--- config.mk ---
export PLATFORM = sky130hd
export DESIGN_NAME = bias_state_change_sequencer
export DESIGN_NICKNAME = d
export VERILOG_FILES = /design/src/bias_seq_pkg.sv /design/src/bias_sync.sv /design/src/settle_timer.sv /design/src/bias_state_change_sequencer.sv
export VERILOG_INCLUDE_DIRS = /design/src
export SDC_FILE = /design/constraint.sdc
export NUM_CORES = 1
export LEC_CHECK = 0
export CAP_MARGIN = 15
export CELL_PAD_IN_SITES_DETAIL_PLACEMENT = 0
export CELL_PAD_IN_SITES_GLOBAL_PLACEMENT = 1
export CORE_MARGIN = 2
export CORE_UTILIZATION = 53
export CTS_BUF_LIST = sky130_fd_sc_hd__clkbuf_4 sky130_fd_sc_hd__clkbuf_8
export CTS_CLUSTER_DIAMETER = 50
export DETAILED_ROUTE_END_ITERATION = 16
export DONT_BUFFER_PORTS = 1
export HOLD_SLACK_MARGIN = 0.1
export PLACE_DENSITY = 0.85
export SLEW_MARGIN = 20
export SYNTH_ARGS = -nofsm -noshare
export SYNTH_HDL_FRONTEND = slang
export SYNTH_SLANG_ARGS = --single-unit
--- constraint.sdc ---
create_clock -name aclk -period 7.9 [get_ports aclk]
set_input_delay 0.395 -clock aclk [delete_from_list [all_inputs] [get_ports aclk]]
set_output_delay 0.395 -clock aclk [all_outputs]
set_load 0.01 [all_outputs]
--- src/bias_seq_defines.svh ---
// register offsets, field positions, reset values and timing counts
// assumes a 100 MHz aclk and an 8-bit AXI4-Lite byte address
`ifndef BIAS_SEQ_DEFINES_SVH
`define BIAS_SEQ_DEFINES_SVH
// ----------------------------------------------------------------
// register map
// ----------------------------------------------------------------
`define CFG_OFF      8'h00
`define GANG_OFF     8'h04
`define SHORT_OFF    8'h08
`define STAT_OFF     8'h0c
`define APPL_OFF     8'h10
`define CFG_RST      16'h0000
`define GANG_RST     2'h0
`define SHORT_RST    4'h0
`define ST_BUSY      0
`define ST_OWNER     1
`define ST_SW        2
`define ST_ZERO      4
`define ST_SHORT     8
`define ST_STEP      12
`define APPL_GANG    16
`define RESP_OKAY    2'h0
`define RESP_SLVERR  2'h2
`define SW_REMOTE    2'h0
`define SW_LOCAL     2'h1
`define SW_LOCKOUT   2'h2
// ----------------------------------------------------------------
// timing
// ----------------------------------------------------------------
`define CLK_NS       10
`define SETTLE_NS    1000000
`define LED_NS       50000000
`define SETTLE_CYC   ((`SETTLE_NS + `CLK_NS - 1) / `CLK_NS)
`define LED_CYC      ((`LED_NS + `CLK_NS - 1) / `CLK_NS)
`endif

--- src/bias_seq_pkg.sv ---
// types shared by the bias state change sequencer
// assumes nothing of its surroundings
package bias_seq_pkg;
    typedef struct packed {
        logic neg;
        logic ext_src;
        logic sweep;
        logic closed;
    } dev_cfg_s;
    typedef struct packed {
        logic [1:0] ctrl_src;
        logic       neg;
        logic       closed;
        logic       ext_src;
        logic       sum_sweep;
    } route_s;
    typedef enum logic [1:0] {
        GANG_NONE,
        GANG_PAIRS,
        GANG_ALL,
        GANG_RSVD
    } gang_e;
    typedef enum logic [2:0] {
        SEQ_IDLE,
        SEQ_ZERO,
        SEQ_SHORT,
        SEQ_APPLY,
        SEQ_UNSHORT,
        SEQ_UNZERO
    } seq_state_e;
endpackage

--- src/bias_sync.sv ---
// two-flop synchroniser for a bus of independent panel levels
// assumes each bit is a slow static level
`timescale 1ns/1ps
module bias_sync #(
    parameter int W = 1
) (
    input  wire logic         aclk,
    input  wire logic         aresetn,
    input  wire logic         ce,
    input  wire logic [W-1:0] d,
    output logic      [W-1:0] q
);
    logic [W-1:0] meta;
    logic [W-1:0] next_meta;
    logic [W-1:0] next_q;

    always_comb begin
        next_meta = ce ? d : meta;
        next_q    = ce ? meta : q;
    end

    always_ff @(posedge aclk) begin
        if (!aresetn) begin
            meta <= '0;
            q    <= '0;
        end else begin
            meta <= next_meta;
            q    <= next_q;
        end
    end
endmodule

--- src/settle_timer.sv ---
// settling timer: one done pulse COUNT+1 cycles after start
// comes out of reset already running so the reset sequence settles too
`timescale 1ns/1ps
module settle_timer #(
    parameter int unsigned COUNT = 1
) (
    input  wire logic aclk,
    input  wire logic aresetn,
    input  wire logic ce,
    input  wire logic start,
    output logic      done
);
    logic [31:0] cnt;
    logic [31:0] next_cnt;
    logic        next_done;

    always_comb begin
        next_cnt  = cnt;
        next_done = 1'b0;
        if (start) begin
            next_cnt = COUNT;
        end else if (cnt != 32'h0) begin
            next_cnt  = cnt - 32'h1;
            next_done = (cnt == 32'h1);
        end
    end

    always_ff @(posedge aclk) begin
        if (!aresetn) begin
            cnt  <= COUNT;
            done <= 1'b0;
        end else if (ce) begin
            cnt  <= next_cnt;
            done <= next_done;
        end
    end
endmodule

--- src/bias_state_change_sequencer.sv ---
// four-device bias supply controller with protect sequencing
// assumes panel pins are asynchronous levels and the host is an
// AXI4-Lite master doing one write and one read at a time
//
// Notes on behaviour
// - every requested state change runs the full protect sequence
// - step one zeroes the amplifiers and shorts the integrating capacitor
// - step two shorts the bias source and monitor lines
// - step three applies the change while zeroed and shorted
// - step four releases the line shorts
// - last step releases the zeroing and the capacitor short
// - four independent device subsections, each separately controlled
// - ganging as two pairs or as all four devices
// - per-device polarity kept, also while ganged
// - one control and one external path, loop bit picks open or closed
// - one shared sweep source, enabled per device
// - sweep adds onto the preset bias as an offset
// - sweep is refused on a device using the external input
// - host may take control in remote or local switch position
// - lockout position refuses every host access
// - remote indicator lights when the host addresses the supply
`timescale 1ns/1ps
`include "bias_seq_defines.svh"
module bias_state_change_sequencer #(
    parameter int unsigned SETTLE_CYC = `SETTLE_CYC,
    parameter int unsigned LED_CYC    = `LED_CYC
) (
    input  wire logic                         aclk,
    input  wire logic                         aresetn,
    input  wire logic                         ce,
    input  wire logic [7:0]                   awaddr,
    input  wire logic [2:0]                   awprot,
    input  wire logic                         awvalid,
    output logic                              awready,
    input  wire logic [31:0]                  wdata,
    input  wire logic [3:0]                   wstrb,
    input  wire logic                         wvalid,
    output logic                              wready,
    output logic [1:0]                        bresp,
    output logic                              bvalid,
    input  wire logic                         bready,
    input  wire logic [7:0]                   araddr,
    input  wire logic [2:0]                   arprot,
    input  wire logic                         arvalid,
    output logic                              arready,
    output logic [31:0]                       rdata,
    output logic [1:0]                        rresp,
    output logic                              rvalid,
    input  wire logic                         rready,
    input  wire logic [15:0]                  panel_cfg,
    input  wire logic [1:0]                   panel_gang,
    input  wire logic [3:0]                   panel_short,
    input  wire logic [1:0]                   ctl_switch,
    output logic [3:0]                        amp_zero,
    output logic [3:0]                        line_short,
    output bias_seq_pkg::route_s [3:0]        dev_route,
    output logic                              remote_led
);
    // ----------------------------------------------------------------
    // panel inputs
    // ----------------------------------------------------------------
    logic [23:0] pan_q;
    logic [1:0]  sw;
    logic        lockout;

    bias_sync #(.W(24)) u_sync (
        .aclk    (aclk),
        .aresetn (aresetn),
        .ce      (ce),
        .d       ({ctl_switch, panel_short, panel_gang, panel_cfg}),
        .q       (pan_q)
    );

    assign sw      = pan_q[23:22];
    assign lockout = (sw == `SW_LOCKOUT);

    // ----------------------------------------------------------------
    // register slave
    // ----------------------------------------------------------------
    logic [7:0]  aw_addr;
    logic        aw_held;
    logic [31:0] w_data;
    logic [3:0]  w_strb;
    logic        w_held;
    logic [15:0] host_cfg;
    logic [1:0]  host_gang;
    logic [3:0]  host_short;
    logic        host_owner;
    logic [31:0] led_cnt;
    logic [31:0] stat;
    logic [31:0] appl;
    logic [31:0] rd_mux;
    logic        rd_map;
    logic        wr_map;
    logic        do_wr;
    logic        wr_ok;
    logic        rd_take;
    logic        rd_ok;
    logic [31:0] wr_val;
    logic [7:0]  next_aw_addr;
    logic        next_aw_held;
    logic [31:0] next_w_data;
    logic [3:0]  next_w_strb;
    logic        next_w_held;
    logic [1:0]  next_bresp;
    logic        next_bvalid;
    logic [31:0] next_rdata;
    logic [1:0]  next_rresp;
    logic        next_rvalid;
    logic [15:0] next_host_cfg;
    logic [1:0]  next_host_gang;
    logic [3:0]  next_host_short;
    logic        next_host_owner;
    logic [31:0] next_led_cnt;
    logic        next_remote_led;

    assign awready = !aw_held && !bvalid;
    assign wready  = !w_held && !bvalid;
    assign arready = !rvalid;
    assign do_wr   = aw_held && w_held && !bvalid;
    assign wr_map  = (aw_addr == `CFG_OFF) || (aw_addr == `GANG_OFF)
                  || (aw_addr == `SHORT_OFF);
    assign wr_ok   = wr_map && !lockout;
    assign rd_take = arvalid && arready;
    assign rd_map  = wr_map_rd(araddr);
    assign rd_ok   = rd_map && !lockout;

    function automatic logic wr_map_rd(input logic [7:0] a);
        wr_map_rd = (a == `CFG_OFF) || (a == `GANG_OFF)
                 || (a == `SHORT_OFF) || (a == `STAT_OFF)
                 || (a == `APPL_OFF);
    endfunction

    function automatic logic [31:0] merge(input logic [31:0] old,
                                          input logic [31:0] nw,
                                          input logic [3:0]  strb);
        merge = old;
        for (int b = 0; b < 4; b++) begin
            if (strb[b]) begin
                merge[8*b +: 8] = nw[8*b +: 8];
            end
        end
    endfunction

    always_comb begin
        wr_val = 32'h0;
        case (aw_addr)
            `CFG_OFF:   wr_val = merge({16'h0, host_cfg}, w_data, w_strb);
            `GANG_OFF:  wr_val = merge({30'h0, host_gang}, w_data, w_strb);
            `SHORT_OFF: wr_val = merge({28'h0, host_short}, w_data, w_strb);
            default:    wr_val = 32'h0;
        endcase
    end

    always_comb begin
        rd_mux = 32'h0;
        case (araddr)
            `CFG_OFF:   rd_mux = {16'h0, host_cfg};
            `GANG_OFF:  rd_mux = {30'h0, host_gang};
            `SHORT_OFF: rd_mux = {28'h0, host_short};
            `STAT_OFF:  rd_mux = stat;
            `APPL_OFF:  rd_mux = appl;
            default:    rd_mux = 32'h0;
        endcase
    end

    always_comb begin
        next_aw_addr    = aw_addr;
        next_aw_held    = aw_held;
        next_w_data     = w_data;
        next_w_strb     = w_strb;
        next_w_held     = w_held;
        next_bresp      = bresp;
        next_bvalid     = bvalid;
        next_rdata      = rdata;
        next_rresp      = rresp;
        next_rvalid     = rvalid;
        next_host_cfg   = host_cfg;
        next_host_gang  = host_gang;
        next_host_short = host_short;
        next_host_owner = host_owner;
        next_led_cnt    = (led_cnt != 32'h0) ? led_cnt - 32'h1 : led_cnt;
        if (awvalid && awready) begin
            next_aw_addr = awaddr;
            next_aw_held = 1'b1;
        end
        if (wvalid && wready) begin
            next_w_data = wdata;
            next_w_strb = wstrb;
            next_w_held = 1'b1;
        end
        if (bvalid && bready) begin
            next_bvalid = 1'b0;
        end
        if (do_wr) begin
            next_aw_held = 1'b0;
            next_w_held  = 1'b0;
            next_bvalid  = 1'b1;
            next_bresp   = wr_ok ? `RESP_OKAY : `RESP_SLVERR;
            if (wr_ok) begin
                next_host_owner = 1'b1;
                next_led_cnt    = LED_CYC;
                case (aw_addr)
                    `CFG_OFF:  next_host_cfg  = wr_val[15:0];
                    `GANG_OFF: next_host_gang = wr_val[1:0];
                    default:   next_host_short = wr_val[3:0];
                endcase
            end
        end
        if (rvalid && rready) begin
            next_rvalid = 1'b0;
        end
        if (rd_take) begin
            next_rvalid = 1'b1;
            next_rdata  = rd_ok ? rd_mux : 32'h0;
            next_rresp  = rd_ok ? `RESP_OKAY : `RESP_SLVERR;
            if (rd_ok) begin
                next_led_cnt = LED_CYC;
            end
        end
        if (lockout) begin
            next_host_owner = 1'b0;
        end
        next_remote_led = (next_led_cnt != 32'h0);
    end

    always_ff @(posedge aclk) begin
        if (!aresetn) begin
            aw_addr    <= 8'h00;
            aw_held    <= 1'b0;
            w_data     <= 32'h0;
            w_strb     <= 4'h0;
            w_held     <= 1'b0;
            bresp      <= `RESP_OKAY;
            bvalid     <= 1'b0;
            rdata      <= 32'h0;
            rresp      <= `RESP_OKAY;
            rvalid     <= 1'b0;
            host_cfg   <= `CFG_RST;
            host_gang  <= `GANG_RST;
            host_short <= `SHORT_RST;
            host_owner <= 1'b0;
            led_cnt    <= 32'h0;
            remote_led <= 1'b0;
        end else if (ce) begin
            aw_addr    <= next_aw_addr;
            aw_held    <= next_aw_held;
            w_data     <= next_w_data;
            w_strb     <= next_w_strb;
            w_held     <= next_w_held;
            bresp      <= next_bresp;
            bvalid     <= next_bvalid;
            rdata      <= next_rdata;
            rresp      <= next_rresp;
            rvalid     <= next_rvalid;
            host_cfg   <= next_host_cfg;
            host_gang  <= next_host_gang;
            host_short <= next_host_short;
            host_owner <= next_host_owner;
            led_cnt    <= next_led_cnt;
            remote_led <= next_remote_led;
        end
    end

    // ----------------------------------------------------------------
    // request selection
    // ----------------------------------------------------------------
    bias_seq_pkg::dev_cfg_s [3:0] src_cfg;
    bias_seq_pkg::dev_cfg_s [3:0] target;
    bias_seq_pkg::dev_cfg_s [3:0] applied;
    bias_seq_pkg::gang_e          target_gang;
    bias_seq_pkg::gang_e          applied_gang;
    logic [3:0]                   man_short;
    logic [3:0]                   chg;

    // host owns the request only while it holds control
    assign src_cfg     = host_owner ? host_cfg : pan_q[15:0];
    assign target_gang = bias_seq_pkg::gang_e'(host_owner ? host_gang
                                                          : pan_q[17:16]);
    assign man_short   = host_owner ? host_short : pan_q[21:18];

    for (genvar i = 0; i < 4; i++) begin : g_req
        always_comb begin
            target[i]       = src_cfg[i];
            target[i].sweep = src_cfg[i].sweep
                           && !src_cfg[i].ext_src;
            chg[i] = (target[i] != applied[i])
                  || (target_gang != applied_gang);
        end
    end

    // ----------------------------------------------------------------
    // protect sequencer
    // ----------------------------------------------------------------
    bias_seq_pkg::seq_state_e     state;
    bias_seq_pkg::seq_state_e     next_state;
    bias_seq_pkg::dev_cfg_s [3:0] next_applied;
    bias_seq_pkg::gang_e          next_applied_gang;
    logic [3:0]                   aff;
    logic [3:0]                   next_aff;
    logic [3:0]                   zero_q;
    logic [3:0]                   next_zero_q;
    logic [3:0]                   short_q;
    logic [3:0]                   next_short_q;
    logic                         step_done;
    logic                         step_start;

    settle_timer #(.COUNT(SETTLE_CYC)) u_timer (
        .aclk    (aclk),
        .aresetn (aresetn),
        .ce      (ce),
        .start   (step_start),
        .done    (step_done)
    );

    // each step past idle restarts the settling interval
    assign step_start = (next_state != state)
                     && (next_state != bias_seq_pkg::SEQ_IDLE);

    always_comb begin
        next_state        = state;
        next_aff          = aff;
        next_zero_q       = zero_q;
        next_short_q      = short_q;
        next_applied      = applied;
        next_applied_gang = applied_gang;
        case (state)
            bias_seq_pkg::SEQ_IDLE: begin
                if (chg != 4'h0) begin
                    next_aff    = chg;
                    next_zero_q = zero_q | chg;
                    next_state  = bias_seq_pkg::SEQ_ZERO;
                end
            end
            bias_seq_pkg::SEQ_ZERO: begin
                if (step_done) begin
                    next_short_q = short_q | aff;
                    next_state   = bias_seq_pkg::SEQ_SHORT;
                end
            end
            bias_seq_pkg::SEQ_SHORT: begin
                if (step_done) begin
                    // only protected devices take their new state
                    for (int k = 0; k < 4; k++) begin
                        if (aff[k]) begin
                            next_applied[k] = target[k];
                        end
                    end
                    if (aff == 4'hf) begin
                        next_applied_gang = target_gang;
                    end
                    next_state        = bias_seq_pkg::SEQ_APPLY;
                end
            end
            bias_seq_pkg::SEQ_APPLY: begin
                if (step_done) begin
                    next_short_q = short_q & ~aff;
                    next_state   = bias_seq_pkg::SEQ_UNSHORT;
                end
            end
            bias_seq_pkg::SEQ_UNSHORT: begin
                if (step_done) begin
                    next_zero_q = zero_q & ~aff;
                    next_state  = bias_seq_pkg::SEQ_UNZERO;
                end
            end
            bias_seq_pkg::SEQ_UNZERO: begin
                if (step_done) begin
                    next_state = bias_seq_pkg::SEQ_IDLE;
                end
            end
            default: next_state = bias_seq_pkg::SEQ_IDLE;
        endcase
    end

    always_ff @(posedge aclk) begin
        if (!aresetn) begin
            state        <= bias_seq_pkg::SEQ_APPLY;
            aff          <= 4'hf;
            zero_q       <= 4'hf;
            short_q      <= 4'hf;
            applied      <= `CFG_RST;
            applied_gang <= bias_seq_pkg::GANG_NONE;
        end else if (ce) begin
            state        <= next_state;
            aff          <= next_aff;
            zero_q       <= next_zero_q;
            short_q      <= next_short_q;
            applied      <= next_applied;
            applied_gang <= next_applied_gang;
        end
    end

    // ----------------------------------------------------------------
    // device outputs
    // ----------------------------------------------------------------
    bias_seq_pkg::route_s [3:0] next_route;
    logic [3:0]                 next_amp_zero;
    logic [3:0]                 next_line_short;

    for (genvar i = 0; i < 4; i++) begin : g_route
        always_comb begin
            case (applied_gang)
                bias_seq_pkg::GANG_PAIRS: next_route[i].ctrl_src =
                                              2'(i & 2);
                bias_seq_pkg::GANG_ALL:   next_route[i].ctrl_src = 2'h0;
                default:                  next_route[i].ctrl_src = 2'(i);
            endcase
            next_route[i].neg       = applied[i].neg;
            next_route[i].closed    = applied[i].closed;
            next_route[i].ext_src   = applied[i].ext_src;
            next_route[i].sum_sweep = applied[i].sweep;
        end
    end

    always_comb begin
        next_amp_zero   = next_zero_q;
        next_line_short = next_short_q | man_short;
    end

    always_ff @(posedge aclk) begin
        if (!aresetn) begin
            dev_route  <= '0;
            amp_zero   <= 4'hf;
            line_short <= 4'hf;
        end else if (ce) begin
            dev_route  <= next_route;
            amp_zero   <= next_amp_zero;
            line_short <= next_line_short;
        end
    end

    // ----------------------------------------------------------------
    // status words
    // ----------------------------------------------------------------
    always_comb begin
        stat = 32'h0;
        stat[`ST_BUSY]          = (state != bias_seq_pkg::SEQ_IDLE);
        stat[`ST_OWNER]         = host_owner;
        stat[`ST_SW +: 2]       = sw;
        stat[`ST_ZERO +: 4]     = zero_q;
        stat[`ST_SHORT +: 4]    = short_q;
        stat[`ST_STEP +: 3]     = state;
        appl                    = 32'h0;
        appl[15:0]              = applied;
        appl[`APPL_GANG +: 2]   = applied_gang;
    end
endmodule

# Yosys cells after proc, flatten, opt, wreduce, memory -nomap -nowiden
# Cells that the tools add are included.
[op_classes]
muxes = 49
reduce_logical = 76
n_bitwise = 7
n_addsub = 2
n_eq_ne = 26
[ops]
columns = ["cell", "n"]
rows = [
  ["32-bit two-way mux", 8],
  ["32-bit nonzero test", 3],
  ["18-bit one-hot mux with 5 select lines", 1],
  ["32-bit by 1-bit subtractor with 32-bit output (second input constant)", 2],
  ["16-bit one-hot mux with 3 select lines", 1],
  ["8-bit two-way mux", 5],
  ["4-bit AND reduction", 9],
  ["32-bit by 1-bit equality test with 1-bit output (second input constant)", 1],
  ["8-bit by 4-bit equality test with 1-bit output (second input constant)", 3],
  ["4-bit two-way mux", 5],
  ["3-bit two-way mux", 6],
  ["3-bit one-hot mux with 6 select lines", 1],
  ["2-bit AND reduction", 9],
  ["8-bit by 3-bit equality test with 1-bit output (second input constant)", 2],
  ["1-bit logical AND", 16],
  ["8-bit zero test", 2],
  ["16-bit two-way mux", 1],
  ["4-bit inequality test", 4],
  ["4-bit one-hot mux with 2 select lines", 2],
  ["2-bit nonzero test", 8],
  ["1-bit two-way mux", 14],
  ["4-bit OR", 3],
  ["1-bit logical OR", 10],
  ["5-bit AND reduction", 2],
  ["other kinds (22)", 42],
]
[totals]
out_inout_bits = 74
word_cells = 223
regBits = 280
in_bits = 90

# Depth between registers and ports, before layout
# Gate-level depths: netlist (run 1).
[depth]
ltp_word = 12
mapped_depth = 13

# By module
# Synthesis (run 1) repeated with hierarchy kept, for this count alone.
[unflattened]
hier_cells = 1396
area_unflattened_um2 = 11887.7
[by_module_without_submodules]
columns = ["mod", "area_per_inst_um2", "cells_each", "n_inst"]
rows = [
  ["bias_state_change_sequencer", 8236.6, 1031, 1],
  ["bias_sync", 1844.3, 155, 1],
  ["settle_timer", 1806.7, 210, 1],
]

# Least setup slack after synthesis (run 1)
# OpenSTA, ideal clock, no wires.
[synth_path]
kind = "register -> register"
startpoint = "reg led_cnt[14]"
endpoint = "reg remote_led"
arrival_time_ns = 2.612
slack_ns = 5.156
path_buffers = 2
stages_incl_launch_ff = 11
setup_ns = 0.132
path_cell_list = "dfxtp_1 clkbuf_1 or4_1 nor4b_2 nand4_1 buf_2 nand3_1 o31ai_1 a211o_1 nor4_1 a31oi_1"
[synth_between]
elab_chain_cells = 7
word_cells_on_any_way = 8
[synth_rtl]
columns = ["element", "line_no", "source"]
rows = [
  ["start, declared", "bias_state_change_sequencer.sv:89", "logic [31:0] led_cnt;"],
  ["start signal, assigned", "bias_state_change_sequencer.sv:260", "led_cnt <= next_led_cnt;"],
  ["32-bit by 1-bit subtractor with 32-bit output or 32-bit nonzero test (tied branches)", "bias_state_change_sequencer.sv:182", "next_led_cnt = (led_cnt != 32'h0) ? led_cnt - 32'h1 : led_cnt;"],
  ["32-bit two-way mux *", "bias_state_change_sequencer.sv:182", ""],
  ["32-bit two-way mux", "bias_state_change_sequencer.sv:200", "if (wr_ok) begin"],
  ["32-bit two-way mux *", "bias_state_change_sequencer.sv:195", "if (do_wr) begin"],
  ["32-bit two-way mux", "bias_state_change_sequencer.sv:217", "if (rd_ok) begin"],
  ["32-bit two-way mux *", "bias_state_change_sequencer.sv:213", "if (rd_take) begin"],
  ["32-bit nonzero test *", "bias_state_change_sequencer.sv:224", "next_remote_led = (next_led_cnt != 32'h0);"],
  ["end signal, assigned", "bias_state_change_sequencer.sv:261", "remote_led <= next_remote_led;"],
  ["end, declared", "bias_state_change_sequencer.sv:57", "output logic remote_led"],
]
# Mark *: on every way between the ends. The rest lies on a longest branch, timed or not.
# A chain may end at the register's enable or synchronous reset.

# Worst setup path in the final report (run 1)
# Same ends and word-level chain as after synthesis.

==> results of run 1 <==
[worst paths after layout]
kind	endpoint	slack (ns)	cells past startpoint
hold / removal	led_cnt[1]	0.13	3
setup reg to reg	remote_led	3.96	8
hold reg to reg	host_cfg[15]	0.46	2
setup / recovery	remote_led	3.96	8
[cell usage in the layout, fill, tap and decap left out, types with 5 or more instances in the layout]
| cell | count |
|---|---|
| a21oi_1 | 150 |
| a222oi_1 | 14 |
| a22oi_1 | 9 |
| a31oi_1 | 9 |
| and2_1 | 6 |
| and3_1 | 9 |
| buf_4 | 6 |
| clkbuf_4 | 16 |
| clkbuf_8 | 54 |
| conb_1 | 20 |
| dfxtp_1 | 242 |
| dlygate4sd3_1 | 55 |
| ha_1 | 5 |
| inv_1 | 20 |
| mux2i_1 | 94 |
| nand2_1 | 147 |
| nand2b_1 | 5 |
| nand3_1 | 41 |
| nand3b_1 | 6 |
| nand4_1 | 8 |
| nor2_1 | 219 |
| nor2b_1 | 5 |
| nor3_1 | 24 |
| nor3b_1 | 6 |
| nor4_1 | 22 |
| o21a_1 | 5 |
| o21ai_0 | 47 |
| o21ai_1 | 15 |
| o31ai_1 | 8 |
| or2_2 | 6 |
| or3_1 | 30 |
| or4_1 | 23 |
| xnor2_1 | 21 |
| xor2_1 | 8 |
[routing by layer]
layer | track usage (%) | vias to the layer above | wire length [um]
met1 | 35.1 | 4714 | 13600
met2 | 42.3 | 272 | 14000
li1 | - | 4938 | -
met3 | 5.97 | 53 | 1980
met5 | 0 | - | 0
met4 | 9.39 | 0 | 814
[flip-flops by register name, summed over array words and instances, names as in the netlist, 3 cells and up]
signal       flops
aff              4
amp_zero         4
appl            16
aw_addr          8
dev_route       18
host_cfg        16
host_short       4
led_cnt         32
line_short       4
rdata           18
short_q          4
state            3
u_sync.meta     24
u_sync.q        24
u_timer.cnt     32
w_data          16
[logic make-up after synthesis]
logic type | count (synthesis) | share of synthesized area [%]
xor+xnor | 29 | 2.24
buf+inv | 130 | 5.43
flops | 242 | 42.7
simple gates | 579 | 24.4
other cells | 1 | 0.0331
mux | 96 | 8.54
compound gates | 305 | 16.1
fa+ha+maj | 5 | 0.552
[where the power goes]
group          switching (mW)  internal [mW]
registers               0.132           1.32
logic                   0.646          0.426
clock network           0.521          0.724
[timing repair]
item	4_1_cts	5_1_grt
buffers inserted	0	0
resized for setup	0	0
hold endpoints to repair	142	0
hold buffers	56	0
[worst min-delay path, stage by stage]
cell	delay [ns]
o21ai_0	0.08
a21oi_1	0.08
nor2_1	0.07
[cell type report]
class	count	area (sq um)
sequential	242	4840
timing repair buffer	62	623
fill	1888	8210
clock inverter	6	66.3
tap	275	344
clock buffer	70	863
inverter	22	87.6
multi-input combinational	1034	5980
==> flow_summary.ini, run 1 <==
[outcome]
status = finished clean

[die]
start_util_pct = 54.0
io_pins = 164
die_w_um = 150
placement_rows = 53
die_y_um = 150
core_area_sq_um = 21000
dieArea_sq_um = 22600

[timing]
fmax_mhz = 254
finalHoldViolCount = 0
relSlewSlack_pct = 33.2
clock_skew_ns = 0.0273
drv_slew = 0
fin_hold_ws_ns = 0.133
fin_crit_sh_pct = 49.8
worst_pin_slew_ns = 1.00
setup_violations = 0
rsz0062_at_grt = no
final.setup.tns_ns = 0
setup_slack_ns = 3.96
min_period_ns = 3.94

[logic_synthesis]
syn_inst = 1387
synth_commonest_cells = dfxtp_1 (242), nor2_1 (219), a21oi_1 (151), nand2_1 (147), mux2i_1 (94)
yosysTopAreaCell = dfxtp_1
yosys_register_bits = 242
avgSynthCellArea_sq_um = 8.18
syn_area_sq_um = 11300
synthArstFlopShare_pct = 0
yosysUniqueCellTypes = 73
synth_seq_area_share_pct = 42.7
synth_area_leaders = dfxtp_1 (43%), mux2i_1 (8.3%), nor2_1 (7.2%)
yosysMostFrequentCell = dfxtp_1
synth_enable_flop_cells = 0
yosysTopAreaCellShare_pct = 42.7
synth_top_flop_cell = dfxtp_1
yosysWarningCount = 0

[global_route]
grt_first_pass_wirelength_mm = 47.9
grt_pass1_vias = 9217
antenna_found_initial = 0
grt_overflow = 0
grt_max_degree = 112
grtUsageTotal_pct = 26.4

[placement]
port_buffers = 0
gp_congestion = 0.863
place_area_sq_um = 11300
place_ws_ns = 4.04
dp_hpwl_mm = 19.7
dp.cells = 1579

[critical_path]
cp-startpoint = led_cnt[14]
cpPeakStageDelay_ns = 0.80
worstPathArrival_ns = 4.36
crit_type = reg -> reg
cp_max_fo = 20
cp_num_buf_inv = 0
path_delay_family = simple AND/OR/NAND/NOR gates
crit_path_start_kind = flop
cp_cell_sequence = or4_1, nor4b_2, nand4_1, nand3_1, o31ai_1, a211o_1, nor4_1, a31oi_1
reg2reg_from = led_cnt[14]
end_kind = flop
crit_path_top_delay_cell = nand4_1
cp.required_ns = 8.32

[layout]
area_growth_pct = 12.9
diodes = 0
nNetsFinal = 1500
final_util_pct = 60.9
fin_cells = 1711
drive_above_1_share_pct = 7.73
final_area_sq_um = 12800

[routing]
routed_wl_mm = 30.4
vias = 9977
drt_drc_violations_left = 0
dr.first_iter.drc_count = 689
wl_per_cell_um = 17.8
avgViaCountPerCell = 5.83
ant_nets = 0
first_pass_iters = 6

[cts]
cts_tree = yes
cts_buffer_depth = 3
root_buffer = clkbuf_8
clkLatencyLatePin_ns = 0.56
clock_sinks = 242
cts_buffers = 43
cts_max_level = 2
cts.clk_slew.worst_paths_ns = 0.07

[power]
powerDensity_nw_per_um2 = 294
p_leak_nw = 4.82
ir_drop_v = 0.000163
power_mw = 3.77

[hold_path]
hold_path_class = in -> reg
hp-start = ce

[flow_run]
maxCapViolCount = 0
Note: power is estimated with default switching activity, not from simulation.
==> run 2, diff against run 1 <==
- CORE_UTILIZATION: 53 -> 44
- PLACE_DENSITY: 0.85 -> 0.75
- clock period: 7.9 -> 3.5 ns (I/O delays scaled with it)
==> run 2 against run 1 <==
  * Sequential power rose by 130%
  * Register-to-register slack got worse by 3.6 ns
  * Critical path depth rose by 1
  * Sequential share of layout area fell by 0.90 points
  * First-iteration DRC count rose by 8.9%
  * Setup slack got worse by 3.6 ns
  * Die area rose by 20%
  * Via count rose by 0.95%
  * Critical endpoint unchanged
  * Clock skew fell by 0.0048 ns
  * Clock-buffer cell count fell by 3
==> flow_summary.ini, run 2 (synthesis gave the netlist of run 1 again) <==
[outcome]
status = finished clean

[cts]
cts_tree = yes
postCtsHoldBufs = 58
clock_sinks = 242
clkLatencyLatePin_ns = 0.56
cts_resized = 0
cts_setup_buffers = 0
cts_buffer_depth = 3
root_buffer = clkbuf_8
cts_max_level = 2
cts.clk_slew.worst_paths_ns = 0.06
cts_buffers = 43

[die]
dieArea_sq_um = 27100
core_area_sq_um = 25300
die_w_um = 165
placement_rows = 58
die_y_um = 165
io_pins = 164
start_util_pct = 44.9

[hold_path]
hold_path_class = in -> reg

[global_route]
grt_most_used_layer = met2
grt_first_pass_wirelength_mm = 51.6
grt_max_degree = 119
grt_overflow = 0
antenna_found_initial = 0
grtUsageTotal_pct = 23.9
grt_use_met3_pct = 5.30
grt_pass1_vias = 9459
met1_usage_pct = 31.0
grtUsageMet2_pct = 39.6

[layout]
final_cell_mix = dfxtp_1 (242), nor2_1 (219), a21oi_1 (151)
drive_above_1_share_pct = 9.41
nNetsFinal = 1528
nFillCells = 2471
diodes = 0
final_common_cell = dfxtp_1
area_growth_pct = 15.7
final_util_pct = 52.0
final_area_sq_um = 13100
reg_top3 = led_cnt x32, u_timer.cnt x32

[critical_path]
critical_path.most_common_cell = nor4_1
crit_type = reg -> reg
end_kind = flop
reg2reg_depth = 9
worstPathArrival_ns = 3.57
cp_cell_sequence = or4_1, nor4b_2, buf_4, and4_1, nor4_1, xnor2_1, o2111ai_1, nor4_1, a31oi_1
cp_num_buf_inv = 1
ff2ff_setup_slack_ns = 0.35
cp-startpoint = led_cnt[14]
crit_cells = 9
crit_path_start_kind = flop
r2r-end = remote_led
reg2reg_from = led_cnt[14]
crit_path_top_delay_cell = or4_1
cp.required_ns = 3.92
path_delay_family = simple AND/OR/NAND/NOR gates
crit_end = remote_led
cp_max_fo = 10
cpPeakStageDelay_ns = 0.63

[flow_run]
maxCapViolCount = 0

[timing]
finalHoldViolCount = 0
relSlewSlack_pct = 26.8
fin_crit_sh_pct = 90.0
final.setup.tns_ns = 0
fmax_mhz = 317
rsz0062_at_grt = no
min_period_ns = 3.15
setup_violations = 0
drv_slew = 0
clock_skew_ns = 0.0225
worst_pin_slew_ns = 1.10
setup_slack_ns = 0.350

[placement]
place_area_sq_um = 11600
gp_congestion = 0.858
port_buffers = 0
dp_hpwl_mm = 21.7
place_ws_ns = 0.366

[routing]
drt_drc_violations_left = 0
dr.first_iter.drc_count = 750
vias = 10100
routed_wl_mm = 32.4
ant_nets = 0
first_pass_iters = 7
avgViaCountPerCell = 5.61
wl_per_cell_um = 18.0

[power]
powerDensity_nw_per_um2 = 659
ir_drop_v = 0.000398
p_leak_nw = 4.97
==> run 2: cell count changes in the layout (fill, tap and decap cells not counted), sizes merged <==
| cell | change |
|---|---|
| buf | +26 |
| clkbuf | -3 |
| clkinv | +6 |
| clkinvlp | -1 |
| dlygate4sd3 | +2 |
==> run 2: tightest hold or removal path: cells and delay by family <==
kind	cells	cell delay (ns)
simple gates	3	0.24
compound gates	2	0.23
==> run 2: metal layers <==
metal / up-vias / share of wire (%)
li1: 5007 / -
met1: 4758 / 45
met2: 245 / 47
met3: 62 / 5.7
met4: 0 / 2.7
met5: - / 0
==> run 2: stage by stage <==
step                      total power, mW  std cells  hold slack [ns]
after floorplan                      5.16       1406            0.311
after detailed placement             5.74       1660            0.261
final                                8.64       1796            0.132
after global routing                 9.19       1796            0.152
after global placement               5.71       1660            0.258
after CTS                            8.68       1796            0.100
==> run 2: how the worst min path moves through the flow <==
| stage | to | slack [ns] | from | cells after the start |
|---|---|---|---|---|
| final | remote_led | 0.13 | ce | 5 |
| after global placement | aff[1] | 0.26 | aresetn | 1 |
| after global routing | led_cnt[10] | 0.15 | ce | 4 |
| after detailed placement | aff[0] | 0.26 | aresetn | 1 |
| after floorplan | w_data[0] | 0.31 | wdata[0] | 2 |
| after CTS | remote_led | 0.10 | ce | 5 |
==> run 2: area by class of cell <==
| type | instances | area [sq um] | area share [%] |
|---|---|---|---|
| Multi-Input combinational cell | 1034 | 5970 | 45.5 |
| Timing Repair Buffer | 90 | 863 | 6.58 |
| Tap cell | 330 | 413 | 3.15 |
| Clock buffer | 67 | 841 | 6.41 |
| Sequential cell | 242 | 4840 | 36.9 |
| Clock inverter | 11 | 101 | 0.772 |
| Inverter | 22 | 87.6 | 0.667 |
==> run 2: power breakdown <==
group | total (mW) | internal (mW) | leakage (nW) | switching [mW]
clock network | 2.82 | 1.62 | 0.501 | 1.21
logic | 2.53 | 1.06 | 2.50 | 1.47
registers | 3.28 | 2.98 | 1.97 | 0.301
total | 8.64 | 5.66 | 4.97 | 2.98
